`src/inc/gei_pkg.sv`:
```
/*
  Package for the pin edge interrupt block: register offsets, field
  positions, reset values and the register request carrier.
  Assumes an 8-bit register port driven by the serial interface slave.
*/
package gei_pkg;

  // ----------------------------------------------------------------
  // Sizes
  // ----------------------------------------------------------------
  localparam int unsigned GEI_PINS = 16;
  localparam int unsigned GEI_DW   = 8;

  // ----------------------------------------------------------------
  // Register offsets
  // ----------------------------------------------------------------
  localparam logic [7:0] GEI_OFS_STATUS_LOW  = 8'hb1;
  localparam logic [7:0] GEI_OFS_STATUS_HIGH = 8'hb2;
  localparam logic [7:0] GEI_OFS_MASK_LOW    = 8'hb4;
  localparam logic [7:0] GEI_OFS_MASK_HIGH   = 8'hb5;
  localparam logic [7:0] GEI_OFS_EDGE_A      = 8'hc0;
  localparam logic [7:0] GEI_OFS_EDGE_B      = 8'hc1;
  localparam logic [7:0] GEI_OFS_EDGE_C      = 8'hc2;
  localparam logic [7:0] GEI_OFS_EDGE_D      = 8'hc3;
  localparam logic [7:0] GEI_OFS_CONTROL     = 8'hc5;
  localparam logic [7:0] GEI_OFS_CLEAR_ALL   = 8'hc7;

  // ----------------------------------------------------------------
  // Field positions
  // ----------------------------------------------------------------
  localparam int unsigned GEI_CTL_CLR_ON_READ = 2;
  localparam int unsigned GEI_CTL_PEND_DIS    = 1;
  localparam int unsigned GEI_EDGE_RISE       = 1;
  localparam int unsigned GEI_EDGE_FALL       = 0;

  // Pins that exist: 0..5, 9, 10, 11, 12, 14
  localparam logic [15:0] GEI_PIN_VALID     = 16'h5e3f;

  // ----------------------------------------------------------------
  // Reset values
  // ----------------------------------------------------------------
  localparam logic [7:0] GEI_RST_MASK      = 8'hff;
  localparam logic [7:0] GEI_RST_EDGE      = 8'h00;
  localparam logic [7:0] GEI_RST_STATUS    = 8'h00;
  localparam logic [7:0] GEI_RST_CONTROL   = 8'h01;
  localparam logic [7:0] GEI_CTL_WR_BITS   = 8'h07;
  localparam logic [7:0] GEI_RDATA_IDLE    = 8'h00;

  // ----------------------------------------------------------------
  // Register request carrier
  // ----------------------------------------------------------------
  typedef struct packed {
    logic       wr;
    logic       rd;
    logic [7:0] addr;
    logic [7:0] wdata;
  } gei_reg_req_t;

endpackage

```
`src/hw/gei_edge_detect.sv`:
```
/*
  One-pin edge detector with rise and fall enables.
  Assumes the pin input is already synchronous to core_clk.
*/
`timescale 1ns/1ps
module gei_edge_detect
  import gei_pkg::*;
(
  input  wire logic       core_clk,
  input  wire logic       rst,
  input  wire logic       pin,
  input  wire logic [1:0] edge_sel,
  output logic            event_pulse
);

  logic prev_q;
  logic primed_q;

  // ----------------------------------------------------------------
  // Previous sample; no event until one sample has been taken
  // ----------------------------------------------------------------
  always_ff @(posedge core_clk)
  begin
    if (rst)
    begin
      prev_q   <= 1'b0;
      primed_q <= 1'b0;
    end
    else
    begin
      prev_q   <= pin;
      primed_q <= 1'b1;
    end
  end

  // 01 fall, 10 rise, 11 both, 00 off
  assign event_pulse = primed_q &
    ((edge_sel[GEI_EDGE_RISE] & pin & ~prev_q) |
     (edge_sel[GEI_EDGE_FALL] & ~pin & prev_q));

endmodule // gei_edge_detect

```
`src/hw/gei_status_bank.sv`:
```
/*
  Eight sticky status bits: hardware sets, register logic clears.
  Assumes set and clear arrive as one-cycle vectors on core_clk.
*/
`timescale 1ns/1ps
module gei_status_bank
  import gei_pkg::*;
(
  input  wire logic       core_clk,
  input  wire logic       rst,
  input  wire logic [7:0] set_bits,
  input  wire logic [7:0] clr_bits,
  output logic [7:0]      status_q
);

  // ----------------------------------------------------------------
  // Sticky bits, set wins over clear in the same cycle
  // ----------------------------------------------------------------
  always_ff @(posedge core_clk)
  begin
    if (rst)
      status_q <= GEI_RST_STATUS;
    else
      status_q <= (status_q & ~clr_bits) | set_bits;
  end

endmodule // gei_status_bank

```
`src/hw/gei_ctrl.sv`:
```
/*
  Pin edge interrupt controller: edge selection, masks, status and
  the active-low request line, reached over an 8-bit register port.
  Assumes the serial interface slave presents one-cycle rd/wr strobes
  in the core_clk domain and takes read data one cycle later.
*/
// Functional notes
// - Upper status: pin14 bit6, pin12 bit4, pins 11,10,9 bits 3,2,1.
// - Mask bit 1 blocks the pin event from the request line.
// - All mask bits, reserved too, reset to 1.
// - Mask writes are taken on the interface clock; here they are taken on core_clk.
// - Lower mask holds pins 0 to 5 at bits 0 to 5.
// - Upper mask: pin14 bit6, pin12 bit4, pins 11,10,9 bits 3,2,1.
// - Edge field: 01 fall, 10 rise, 11 both, 00 off.
// - First edge register: pin n at bits 2n+1:2n, rise high bit.
// - Second edge register: pin4 bits 1:0, pin5 bits 3:2.
// - Third edge register: pins 9, 10, 11 at bits 3:2, 5:4, 7:6.
// - Fourth edge register: pin12 bits 1:0, pin14 bits 5:4.
// - All edge enables reset to 0.
// - Pending disabled drops events arriving while the line is active.
// - Clear-on-read: reading a status register clears it.
// - Without clear-on-read, clear-all address clears every status.
// - Clear mode bit: 0 write clears, 1 read clears; resets 0.
// - Writing 1 never sets status; writes ignored in clear-on-read.
// - Pending-event disable bit resets 0; writing 1 disables.
`timescale 1ns/1ps
module gei_ctrl
  import gei_pkg::*;
(
  input  wire logic         core_clk,
  input  wire logic         rst,
  input  wire logic [15:0]  pin_in,
  input  wire gei_reg_req_t reg_req,
  output logic [7:0]        reg_rdata,
  output logic              pin_irq_line_one_n
);

  // ----------------------------------------------------------------
  // Registers
  // ----------------------------------------------------------------
  logic [7:0]  pin_irq_mask_low_q;
  logic [7:0]  pin_irq_mask_high_q;
  logic [7:0]  pin_edge_select_a_q;
  logic [7:0]  pin_edge_select_b_q;
  logic [7:0]  pin_edge_select_c_q;
  logic [7:0]  pin_edge_select_d_q;
  logic [7:0]  irq_handler_control_q;
  logic [7:0]  rdata_q;
  logic [7:0]  status_low;
  logic [7:0]  pin_irq_status_high;
  logic [31:0] edge_fields;
  logic [15:0] mask_all;
  logic [15:0] status_all;
  logic [15:0] pin_event;
  logic [15:0] set_all;
  logic [7:0]  clr_low;
  logic [7:0]  clr_high;
  logic        clear_on_read_select;
  logic        pending_event_disable;
  logic        line_active;
  logic        accept_event;
  logic        hit_clear_all;

  // ----------------------------------------------------------------
  // Write side
  // ----------------------------------------------------------------
  always_ff @(posedge core_clk)
  begin
    if (rst)
    begin
      pin_irq_mask_low_q  <= GEI_RST_MASK;
      pin_irq_mask_high_q <= GEI_RST_MASK;
    end
    else if (reg_req.wr)
    begin
      if (reg_req.addr == GEI_OFS_MASK_LOW)
        pin_irq_mask_low_q <= reg_req.wdata;
      if (reg_req.addr == GEI_OFS_MASK_HIGH)
        pin_irq_mask_high_q <= reg_req.wdata;
    end
  end

  always_ff @(posedge core_clk)
  begin
    if (rst)
    begin
      pin_edge_select_a_q <= GEI_RST_EDGE;
      pin_edge_select_b_q <= GEI_RST_EDGE;
      pin_edge_select_c_q <= GEI_RST_EDGE;
      pin_edge_select_d_q <= GEI_RST_EDGE;
    end
    else if (reg_req.wr)
    begin
      case (reg_req.addr)
        GEI_OFS_EDGE_A: pin_edge_select_a_q <= reg_req.wdata;
        GEI_OFS_EDGE_B: pin_edge_select_b_q <= reg_req.wdata;
        GEI_OFS_EDGE_C: pin_edge_select_c_q <= reg_req.wdata;
        GEI_OFS_EDGE_D: pin_edge_select_d_q <= reg_req.wdata;
        default: ;
      endcase
    end
  end

  // Bits 7:3 read as zero; the rest are writable
  always_ff @(posedge core_clk)
  begin
    if (rst)
      irq_handler_control_q <= GEI_RST_CONTROL;
    else if (reg_req.wr && reg_req.addr == GEI_OFS_CONTROL)
      irq_handler_control_q <= reg_req.wdata & GEI_CTL_WR_BITS;
  end

  assign clear_on_read_select  =
    irq_handler_control_q[GEI_CTL_CLR_ON_READ];
  assign pending_event_disable =
    irq_handler_control_q[GEI_CTL_PEND_DIS];

  // ----------------------------------------------------------------
  // Edge detection
  // ----------------------------------------------------------------
  // Fields line up as pin n at bits 2n+1:2n across the four registers
  assign edge_fields = {pin_edge_select_d_q,
                        pin_edge_select_c_q,
                        pin_edge_select_b_q,
                        pin_edge_select_a_q};

  for (genvar p = 0; p < GEI_PINS; p++)
  begin : g_pin
    gei_edge_detect u_edge (
      .core_clk    (core_clk),
      .rst         (rst),
      .pin         (pin_in[p]),
      .edge_sel    (edge_fields[2*p+1:2*p]),
      .event_pulse (pin_event[p])
    );
  end

  // ----------------------------------------------------------------
  // Status setting and clearing
  // ----------------------------------------------------------------
  assign mask_all    = {pin_irq_mask_high_q, pin_irq_mask_low_q};
  assign status_all  = {pin_irq_status_high, status_low};
  assign line_active = |(status_all & ~mask_all & GEI_PIN_VALID);
  assign accept_event = ~(pending_event_disable & line_active);

  // Masked and reserved pins never set status
  assign set_all = pin_event & ~mask_all & GEI_PIN_VALID
                   & {GEI_PINS{accept_event}};

  assign hit_clear_all = ~clear_on_read_select &
                         (reg_req.rd | reg_req.wr) &
                         (reg_req.addr == GEI_OFS_CLEAR_ALL);

  always_comb
  begin
    clr_low  = 8'h00;
    clr_high = 8'h00;
    if (hit_clear_all)
    begin
      clr_low  = 8'hff;
      clr_high = 8'hff;
    end
    else if (clear_on_read_select)
    begin
      if (reg_req.rd && reg_req.addr == GEI_OFS_STATUS_LOW)
        clr_low = 8'hff;
      if (reg_req.rd && reg_req.addr == GEI_OFS_STATUS_HIGH)
        clr_high = 8'hff;
    end
    else if (reg_req.wr)
    begin
      // Ones clear; zeros and clear-on-read writes change nothing
      if (reg_req.addr == GEI_OFS_STATUS_LOW)
        clr_low = reg_req.wdata;
      if (reg_req.addr == GEI_OFS_STATUS_HIGH)
        clr_high = reg_req.wdata;
    end
  end

  gei_status_bank u_status_low (
    .core_clk (core_clk),
    .rst      (rst),
    .set_bits (set_all[7:0]),
    .clr_bits (clr_low),
    .status_q (status_low)
  );

  // Bit k reports pin 8+k
  gei_status_bank u_status_high (
    .core_clk (core_clk),
    .rst      (rst),
    .set_bits (set_all[15:8]),
    .clr_bits (clr_high),
    .status_q (pin_irq_status_high)
  );

  // ----------------------------------------------------------------
  // Read side
  // ----------------------------------------------------------------
  always_ff @(posedge core_clk)
  begin
    if (rst)
      rdata_q <= GEI_RDATA_IDLE;
    else if (reg_req.rd)
    begin
      case (reg_req.addr)
        GEI_OFS_STATUS_LOW:  rdata_q <= status_low;
        GEI_OFS_STATUS_HIGH: rdata_q <= pin_irq_status_high;
        GEI_OFS_MASK_LOW:    rdata_q <= pin_irq_mask_low_q;
        GEI_OFS_MASK_HIGH:   rdata_q <= pin_irq_mask_high_q;
        GEI_OFS_EDGE_A:      rdata_q <= pin_edge_select_a_q;
        GEI_OFS_EDGE_B:      rdata_q <= pin_edge_select_b_q;
        GEI_OFS_EDGE_C:      rdata_q <= pin_edge_select_c_q;
        GEI_OFS_EDGE_D:      rdata_q <= pin_edge_select_d_q;
        GEI_OFS_CONTROL:     rdata_q <= irq_handler_control_q;
        default:             rdata_q <= GEI_RDATA_IDLE;
      endcase
    end
  end

  assign reg_rdata = rdata_q;

  // ----------------------------------------------------------------
  // Request line
  // ----------------------------------------------------------------
  assign pin_irq_line_one_n = ~line_active;

endmodule // gei_ctrl

```
`config.mk`:
```
export PLATFORM = sky130hd
export DESIGN_NAME = gei_ctrl
export DESIGN_NICKNAME = d
export VERILOG_FILES = /design/src/inc/gei_pkg.sv /design/src/hw/gei_edge_detect.sv /design/src/hw/gei_status_bank.sv /design/src/hw/gei_ctrl.sv
export SDC_FILE = /design/constraint.sdc
export NUM_CORES = 1
export LEC_CHECK = 0
export BUFFER_PORTS_ARGS = -buffer_cell sky130_fd_sc_hd__buf_2
export CORE_ASPECT_RATIO = 1.2
export CORE_MARGIN = 2
export CORE_UTILIZATION = 50
export DETAILED_ROUTE_END_ITERATION = 6
export PLACE_DENSITY = 0.75
export SLEW_MARGIN = 20
export SYNTH_ARGS = -nofsm -noshare
export SYNTH_HDL_FRONTEND = slang
export SYNTH_SLANG_ARGS = --single-unit
```
`constraint.sdc`:
```
create_clock -name core_clk -period 1.7 [get_ports core_clk]
set_input_delay 0.34 -clock core_clk [delete_from_list [all_inputs] [get_ports core_clk]]
set_output_delay 0.34 -clock core_clk [all_outputs]
set_load 0.01 [all_outputs]
```
==> qor.csv, run 1 <==
metric;value;unit
crit_chain;nand2b_4 -> o2111ai_4 -> nor3_2 -> buf_2;
fin_crit_sh;102;%
crit_path_max_fanout;2;
gp_congestion;0.929;
first_pass_iters;5;
report.final.slew_viol_count;0;
placeableCoreArea;8200;um2
finalCriticalPeriod;1.74;ns
rrSetupSlack;0.17;ns
min_path_type;input pin to register;
cts.clk_slew.worst_paths;0.10;ns
routed_wl;13300;um
r2r.worst_path.cells;4;
largest_reg_flops;11;
ctsHtreeMaxLevel;3;
synth-async-reset-ratio;0;%
drtIter0Drc;368;
grt_pass1_wl;21200;um
rr_startpoint;irq_handler_control_q[2]$_SDFFE_PP0P_;
syn-num-nets;500;
max-vdd-ir-drop;0.546;mV
fin_total_pwr;3.86;mW
synth.most_common_cell;dfxtp_1;
cts_buffers;9;
initial_core_util;51.9;%
final_util;63.5;%
grt_overflow;0;
antenna_found_initial;0;
post-route-drc-count;0;
diodes;0;
cap_violations;0;
worstPathRequired;1.36;ns
synth_cells;464;
status;complete, but fails checks;
synth_top_cell_area_share;40.9;%
critPathCaptureType;primary output;
ys_types;58;
ant_nets;0;
grt_use_total;30.3;%
die_height;105;um
synth_top_area_cell;dfxtp_1;
die_width;88.2;um
stdcell_count;657;
hold_slack;0.196;ns
via_per_inst;6.07;
largest_register;g_pin.u_edge.prev_q;
postSynthRegisterBits;87;
synth_warnings;0;
grt_max_degree;26;
grt_pass1_vias;4018;
syn_area_per_cell;9.17;um2
numPortBuffers;39;
setup_viol;1;
cts_tree;built;
critPathLaunchType;register;
rows;36;
stdcell_area;5200;um2
reg2reg_to;u_status_low.status_q[1]$_SDFF_PP0_;
clk_latency;0.37;ns
violations;setup timing;
endpoint;pin_irq_line_one_n;
synth_edf_count;0;
area_growth;22.3;%
slowest_stage;dfxtp_2;
drive_gt1_share;28.5;%
rsz0062_at_grt;yes;
synth_flop_cell;dfxtp_1;
critPathKind;register to primary output;
cts-root-buf;clkbuf_8;
hold_viol_final;0;
arrival;1.40;ns
nets;574;
synth_area;4250;um2
dpl_cell_area;4860;um2
synthTopCellsByCount;87 x dfxtp_1, 61 x nand2_1, 44 x mux2i_1;
synthTopCellsByArea;dfxtp_1 41%, mux2i_1 10%, nand2_1 5.4%;
cts-hold-fix-buffers;0;
skew;0.00888;ns
cts_num_sinks;87;
clockBufferDepth;2;
p_per_area;741;nW/um2
cellLeakagePower;2.22;nW
dp_hpwl;9570;um
crit_path_start;pin_irq_mask_high_q[2]$_SDFFE_PP1P_;
slew_headroom;75.8;%
die_area;9260;um2
ios;45;
tightestPinTransition;0.364;ns
ys_seq_area_share;40.9;%
fmax;575;MHz
max_stage_delay;0.36;ns
place_inst;636;
num_vias;3986;
timing.final.ws_setup;-0.0395;ns
wl_per_cell;20.3;um
[cell type report]
cell class,count,area [um2]
fill,725,3000
multi-input combinational,339,2420
sequential,87,1770
timing repair buffer,95,653
tap,114,143
clock buffer,10,138
clock inverter,6,60.1
inverter,6,22.5
[cells by family (layout without fill, tap and decap cells)]
family,count (synthesis),after routing,share of synthesized area [%]
AOI/OAI and AO/OA,89,89,16.1
buffers and inverters,38,117,4.15
DFF,87,87,40.9
muxes,49,49,12.2
and+or+nand+nor,201,201,26.6
[critical path, delay by kind of cell (launching register included)]
| kind | cells | cell delay, ns |
|---|---|---|
| AO/OA/AOI/OAI | 1 | 0.13 |
| flip-flops | 1 | 0.36 |
| AND/OR/NAND/NOR | 2 | 0.37 |
| buffers and inverters | 1 | 0.16 |
[metal layers]
layer  GRT usage, %  routed length (um)  up-vias
met1           38.0                5400     1925
met5              0                   0        -
li1               -                   -     1839
met3           5.37                 916       43
met4           16.9                 656        0
met2           48.1                6380      179
[how the worst min path moves through the flow]
stage | depth (start not counted) | start | to
4_1_cts | 2 | pin_in[2] | g_pin[2].u_edge.prev_q$_SDFF_PP0_
3_5_place_dp | 2 | reg_rdata[3]$_SDFFE_PP0P_ | reg_rdata[3]$_SDFFE_PP0P_
6_report | 2 | pin_in[14] | g_pin[14].u_edge.prev_q$_SDFF_PP0_
3_3_place_gp | 2 | reg_rdata[3]$_SDFFE_PP0P_ | reg_rdata[3]$_SDFFE_PP0P_
2_1_floorplan | 2 | u_status_high.status_q[7]$_SDFF_PP0_ | u_status_high.status_q[7]$_SDFF_PP0_
5_1_grt | 2 | pin_in[2] | g_pin[2].u_edge.prev_q$_SDFF_PP0_
[placed cells by master (no fill, tap or decap), types with 3 or more instances in the layout]
cell type  count
a21boi_0       3
a21oi_1       24
a22oi_1        9
a32o_1        11
a32oi_1        8
and2_1         4
and3_1         5
and3b_1        3
buf_12         3
buf_2         39
buf_4         53
clkbuf_8      10
dfxtp_1       74
dfxtp_2       10
dfxtp_4        3
inv_1          5
inv_6          4
mux2_2         3
mux2i_1       44
nand2_1       61
nand2b_1       5
nand2b_4       6
nand3_1       20
nand3_2        3
nand3b_1      26
nor2_1        33
nor2b_1       13
nor3_1         4
o21ai_0        6
o2bb2ai_1      4
[power by group]
group | switching, mW | internal, mW | total [mW]
clock network | 0.853 | 0.607 | 1.46
registers | 0.00820 | 2.05 | 2.06
logic | 0.202 | 0.138 | 0.340
[through the flow]
step | setup slack [ns] | setup TNS, ns
2_1_floorplan | 0.0868 | 0
3_3_place_gp | -0.00219 | -0.00430
3_5_place_dp | -0.00793 | -0.0125
4_1_cts | 0.00163 | 0
5_1_grt | -0.0493 | -0.0493
6_report | -0.0395 | -0.0395
[timing repair]
action                                  CTS  global route
pin swaps                                 1             2
endpoints found under the hold margin     0             0
endpoints found under the setup margin    1             1
setup buffers                             3             2
gates resized for setup                  19             8
cloned                                    0             0
Note: power is estimated with default switching activity, not from simulation.
==> run 2: changes to the inputs <==
Settings changed: CTS_BUF_LIST set to sky130_fd_sc_hd__clkbuf_4, PLACE_DENSITY 0.75 to 0.72.
==> run 2 against run 1 <==
  * Largest power group unchanged
  * Clock skew is 0.0048 ns higher
  * The flow still finishes with violations (setup timing)
  * Combinational power about the same
  * Wire length is 2.4% lower
  * First-iteration DRC count shrank 15%
  * Worst setup slack got worse by 0.045 ns
  * Critical path type unchanged
==> qor.csv, run 2 (synthesized netlist as in run 1, its figures left out) <==
metric;value;unit;change
status;complete, but fails checks;;
violations;setup timing;;
initial_core_util;51.9;%;unchanged
num_vias;3948;;-0.95%
tightestPinTransition;0.508;ns;+0.144 ns
clockBufferDepth;2;;unchanged
reg2reg_to;u_status_high.status_q[4]$_SDFF_PP0_;;
slowest_stage;dfxtp_2;;
post-route-drc-count;0;;unchanged
numPortBuffers;39;;unchanged
critPathCaptureType;primary output;;
report.final.slew_viol_count;0;;unchanged
grt_overflow;0;;unchanged
grt_max_degree;34;;+31%
cts-root-buf;clkbuf_4;;
die_width;88.2;um;unchanged
grt_pass1_vias;3873;;-3.6%
endpoint;pin_irq_line_one_n;;
fmax;560;MHz;-2.5%
via_per_inst;6.01;;-0.95%
setup_viol;1;;unchanged
p_per_area;729;nW/um2;-1.6%
gp_congestion;0.983;;+5.8%
comb_power_share;9.1;%;+0.3 points
min_path_type;input pin to register;;
hold_viol_final;0;;unchanged
most-common-layout-cells;78 x dfxtp_1, 61 x nand2_1, 52 x buf_4;;
cellLeakagePower;2.17;nW;-2.4%
cts_num_sinks;87;;unchanged
clk_latency;0.44;ns;+0.07 ns
fin_total_pwr;3.73;mW;-3.2%
crit_path_max_fanout;4;;+2
hold_slack;0.127;ns;-0.0695 ns
routed_wl;13000;um;-2.4%
area_growth;20.4;%;
p_switching;0.948;mW;-11%
wl_per_cell;19.8;um;-2.4%
crit_path_start;pin_irq_mask_low_q[1]$_SDFFE_PP1P_;;
cts-hold-fix-buffers;0;;unchanged
critPathLaunchType;register;;
largest_register;g_pin.u_edge.prev_q;;
largest_reg_flops;11;;unchanged
crit_chain;nand2b_1 -> nand3_1 -> nor3_2 -> buf_2;;
drtIter0Drc;312;;-15%
fin_crit_sh;105;%;+2.6 points
rr_startpoint;pin_irq_mask_low_q[5]$_SDFFE_PP1P_;;
timing.final.ws_setup;-0.0842;ns;-0.0447 ns
arrival;1.44;ns;+0.04 ns
rrSetupSlack;0.21;ns;+0.04 ns
slew_headroom;66.2;%;-9.6 points
critPathKind;register to primary output;;
ant_nets;0;;unchanged
ctsHtreeMaxLevel;3;;unchanged
rsz0062_at_grt;yes;;
cts.clk_slew.worst_paths;0.14;ns;+0.04 ns
dp_hpwl;9690;um;+1.3%
skew;0.0137;ns;+0.00479 ns
r2r.worst_path.cells;4;;unchanged
first_pass_iters;4;;-1
finalCriticalPeriod;1.78;ns;+0.0447 ns
cts_tree;built;;
nets;573;;-0.17%
placeableCoreArea;8200;um2;unchanged
max-vdd-ir-drop;0.508;mV;-7.0%
clkPwrFrac;35.8;%;-2.1 points
drive_gt1_share;26.9;%;-1.6 points
grt_pass1_wl;20400;um;-3.5%
cts_buffers;9;;unchanged
antenna_found_initial;1;;+1
rows;36;;unchanged
ios;45;;unchanged
p_sw_share;25.4;%;-2.2 points
die_height;105;um;unchanged
intPower;2.79;mW;-0.23%
final_common_cell;dfxtp_1;;
worstPathRequired;1.36;ns;about the same
max_stage_delay;0.39;ns;+0.03 ns
grt_use_total;29.0;%;-1.2 points
die_area;9260;um2;unchanged
cap_violations;0;;unchanged
p_seq_share;55.1;%;+1.8 points
## run 2: how the worst min path moves through the flow
stage | cells after the start | end | slack [ns] | startpoint
after global routing | 2 | g_pin[2].u_edge.prev_q$_SDFF_PP0_ | 0.10 | pin_in[2]
final | 2 | g_pin[2].u_edge.prev_q$_SDFF_PP0_ | 0.13 | pin_in[2]
after global placement | 2 | u_status_high.status_q[7]$_SDFF_PP0_ | 0.45 | u_status_high.status_q[7]$_SDFF_PP0_
after CTS | 2 | g_pin[1].u_edge.prev_q$_SDFF_PP0_ | 0.12 | pin_in[1]
after floorplan | 2 | u_status_high.status_q[7]$_SDFF_PP0_ | 0.43 | u_status_high.status_q[7]$_SDFF_PP0_
after detailed placement | 2 | u_status_high.status_q[5]$_SDFF_PP0_ | 0.45 | u_status_high.status_q[5]$_SDFF_PP0_
## run 2: stage by stage
stage,util (%),instance area [um2],TNS (ns),cells,setup WS [ns]
after floorplan,-,4250,0,464,0.0868
after global placement,59.3,4860,-0.0254,636,-0.0254
after detailed placement,59.3,4860,-0.105,636,-0.0231
after CTS,62.2,5100,-0.0747,655,-0.0747
after global routing,62.5,5120,-0.152,657,-0.152
final,62.5,5120,-0.0842,657,-0.0842
## run 2: power groups by stage
stage	registers, mW	clock network, mW	logic (mW)
floorplan	2.11	0	0.186
global placement	2.11	0	0.323
detailed placement	2.11	0	0.330
CTS	2.06	1.34	0.332
global route	2.06	1.44	0.359
finish	2.06	1.34	0.339
## run 2: area by class of cell
cell class | instances | area [um2]
clock buffer | 9 | 67.6
clock inverter | 7 | 93.8
fill | 728 | 3080
timing repair buffer | 94 | 646
sequential | 87 | 1760
tap | 114 | 143
inverter | 6 | 22.5
multi-input combinational | 339 | 2390
antenna | 1 | 2.50
## run 2: routing by layer
metal  vias up  global-route usage [%]  routed length [um]
met2       155                    46.3                6310
met1      1908                    37.9                5450
li1       1837                       -                   -
met4         0                    15.0                 597
met5         -                       0                   0
met3        48                    3.40                 669
## run 2: critical path, delay by kind of cell, from the launching register on
kind	cells	cell delay, ns
buffers and inverters	1	0.16
flip-flops	1	0.39
AND/OR/NAND/NOR	3	0.45
## run 2: what timing repair did
item	4_1_cts	5_1_grt
endpoints found under the setup margin	1	1
buffers inserted	3	1
pin swaps	2	1
resized for setup	16	3
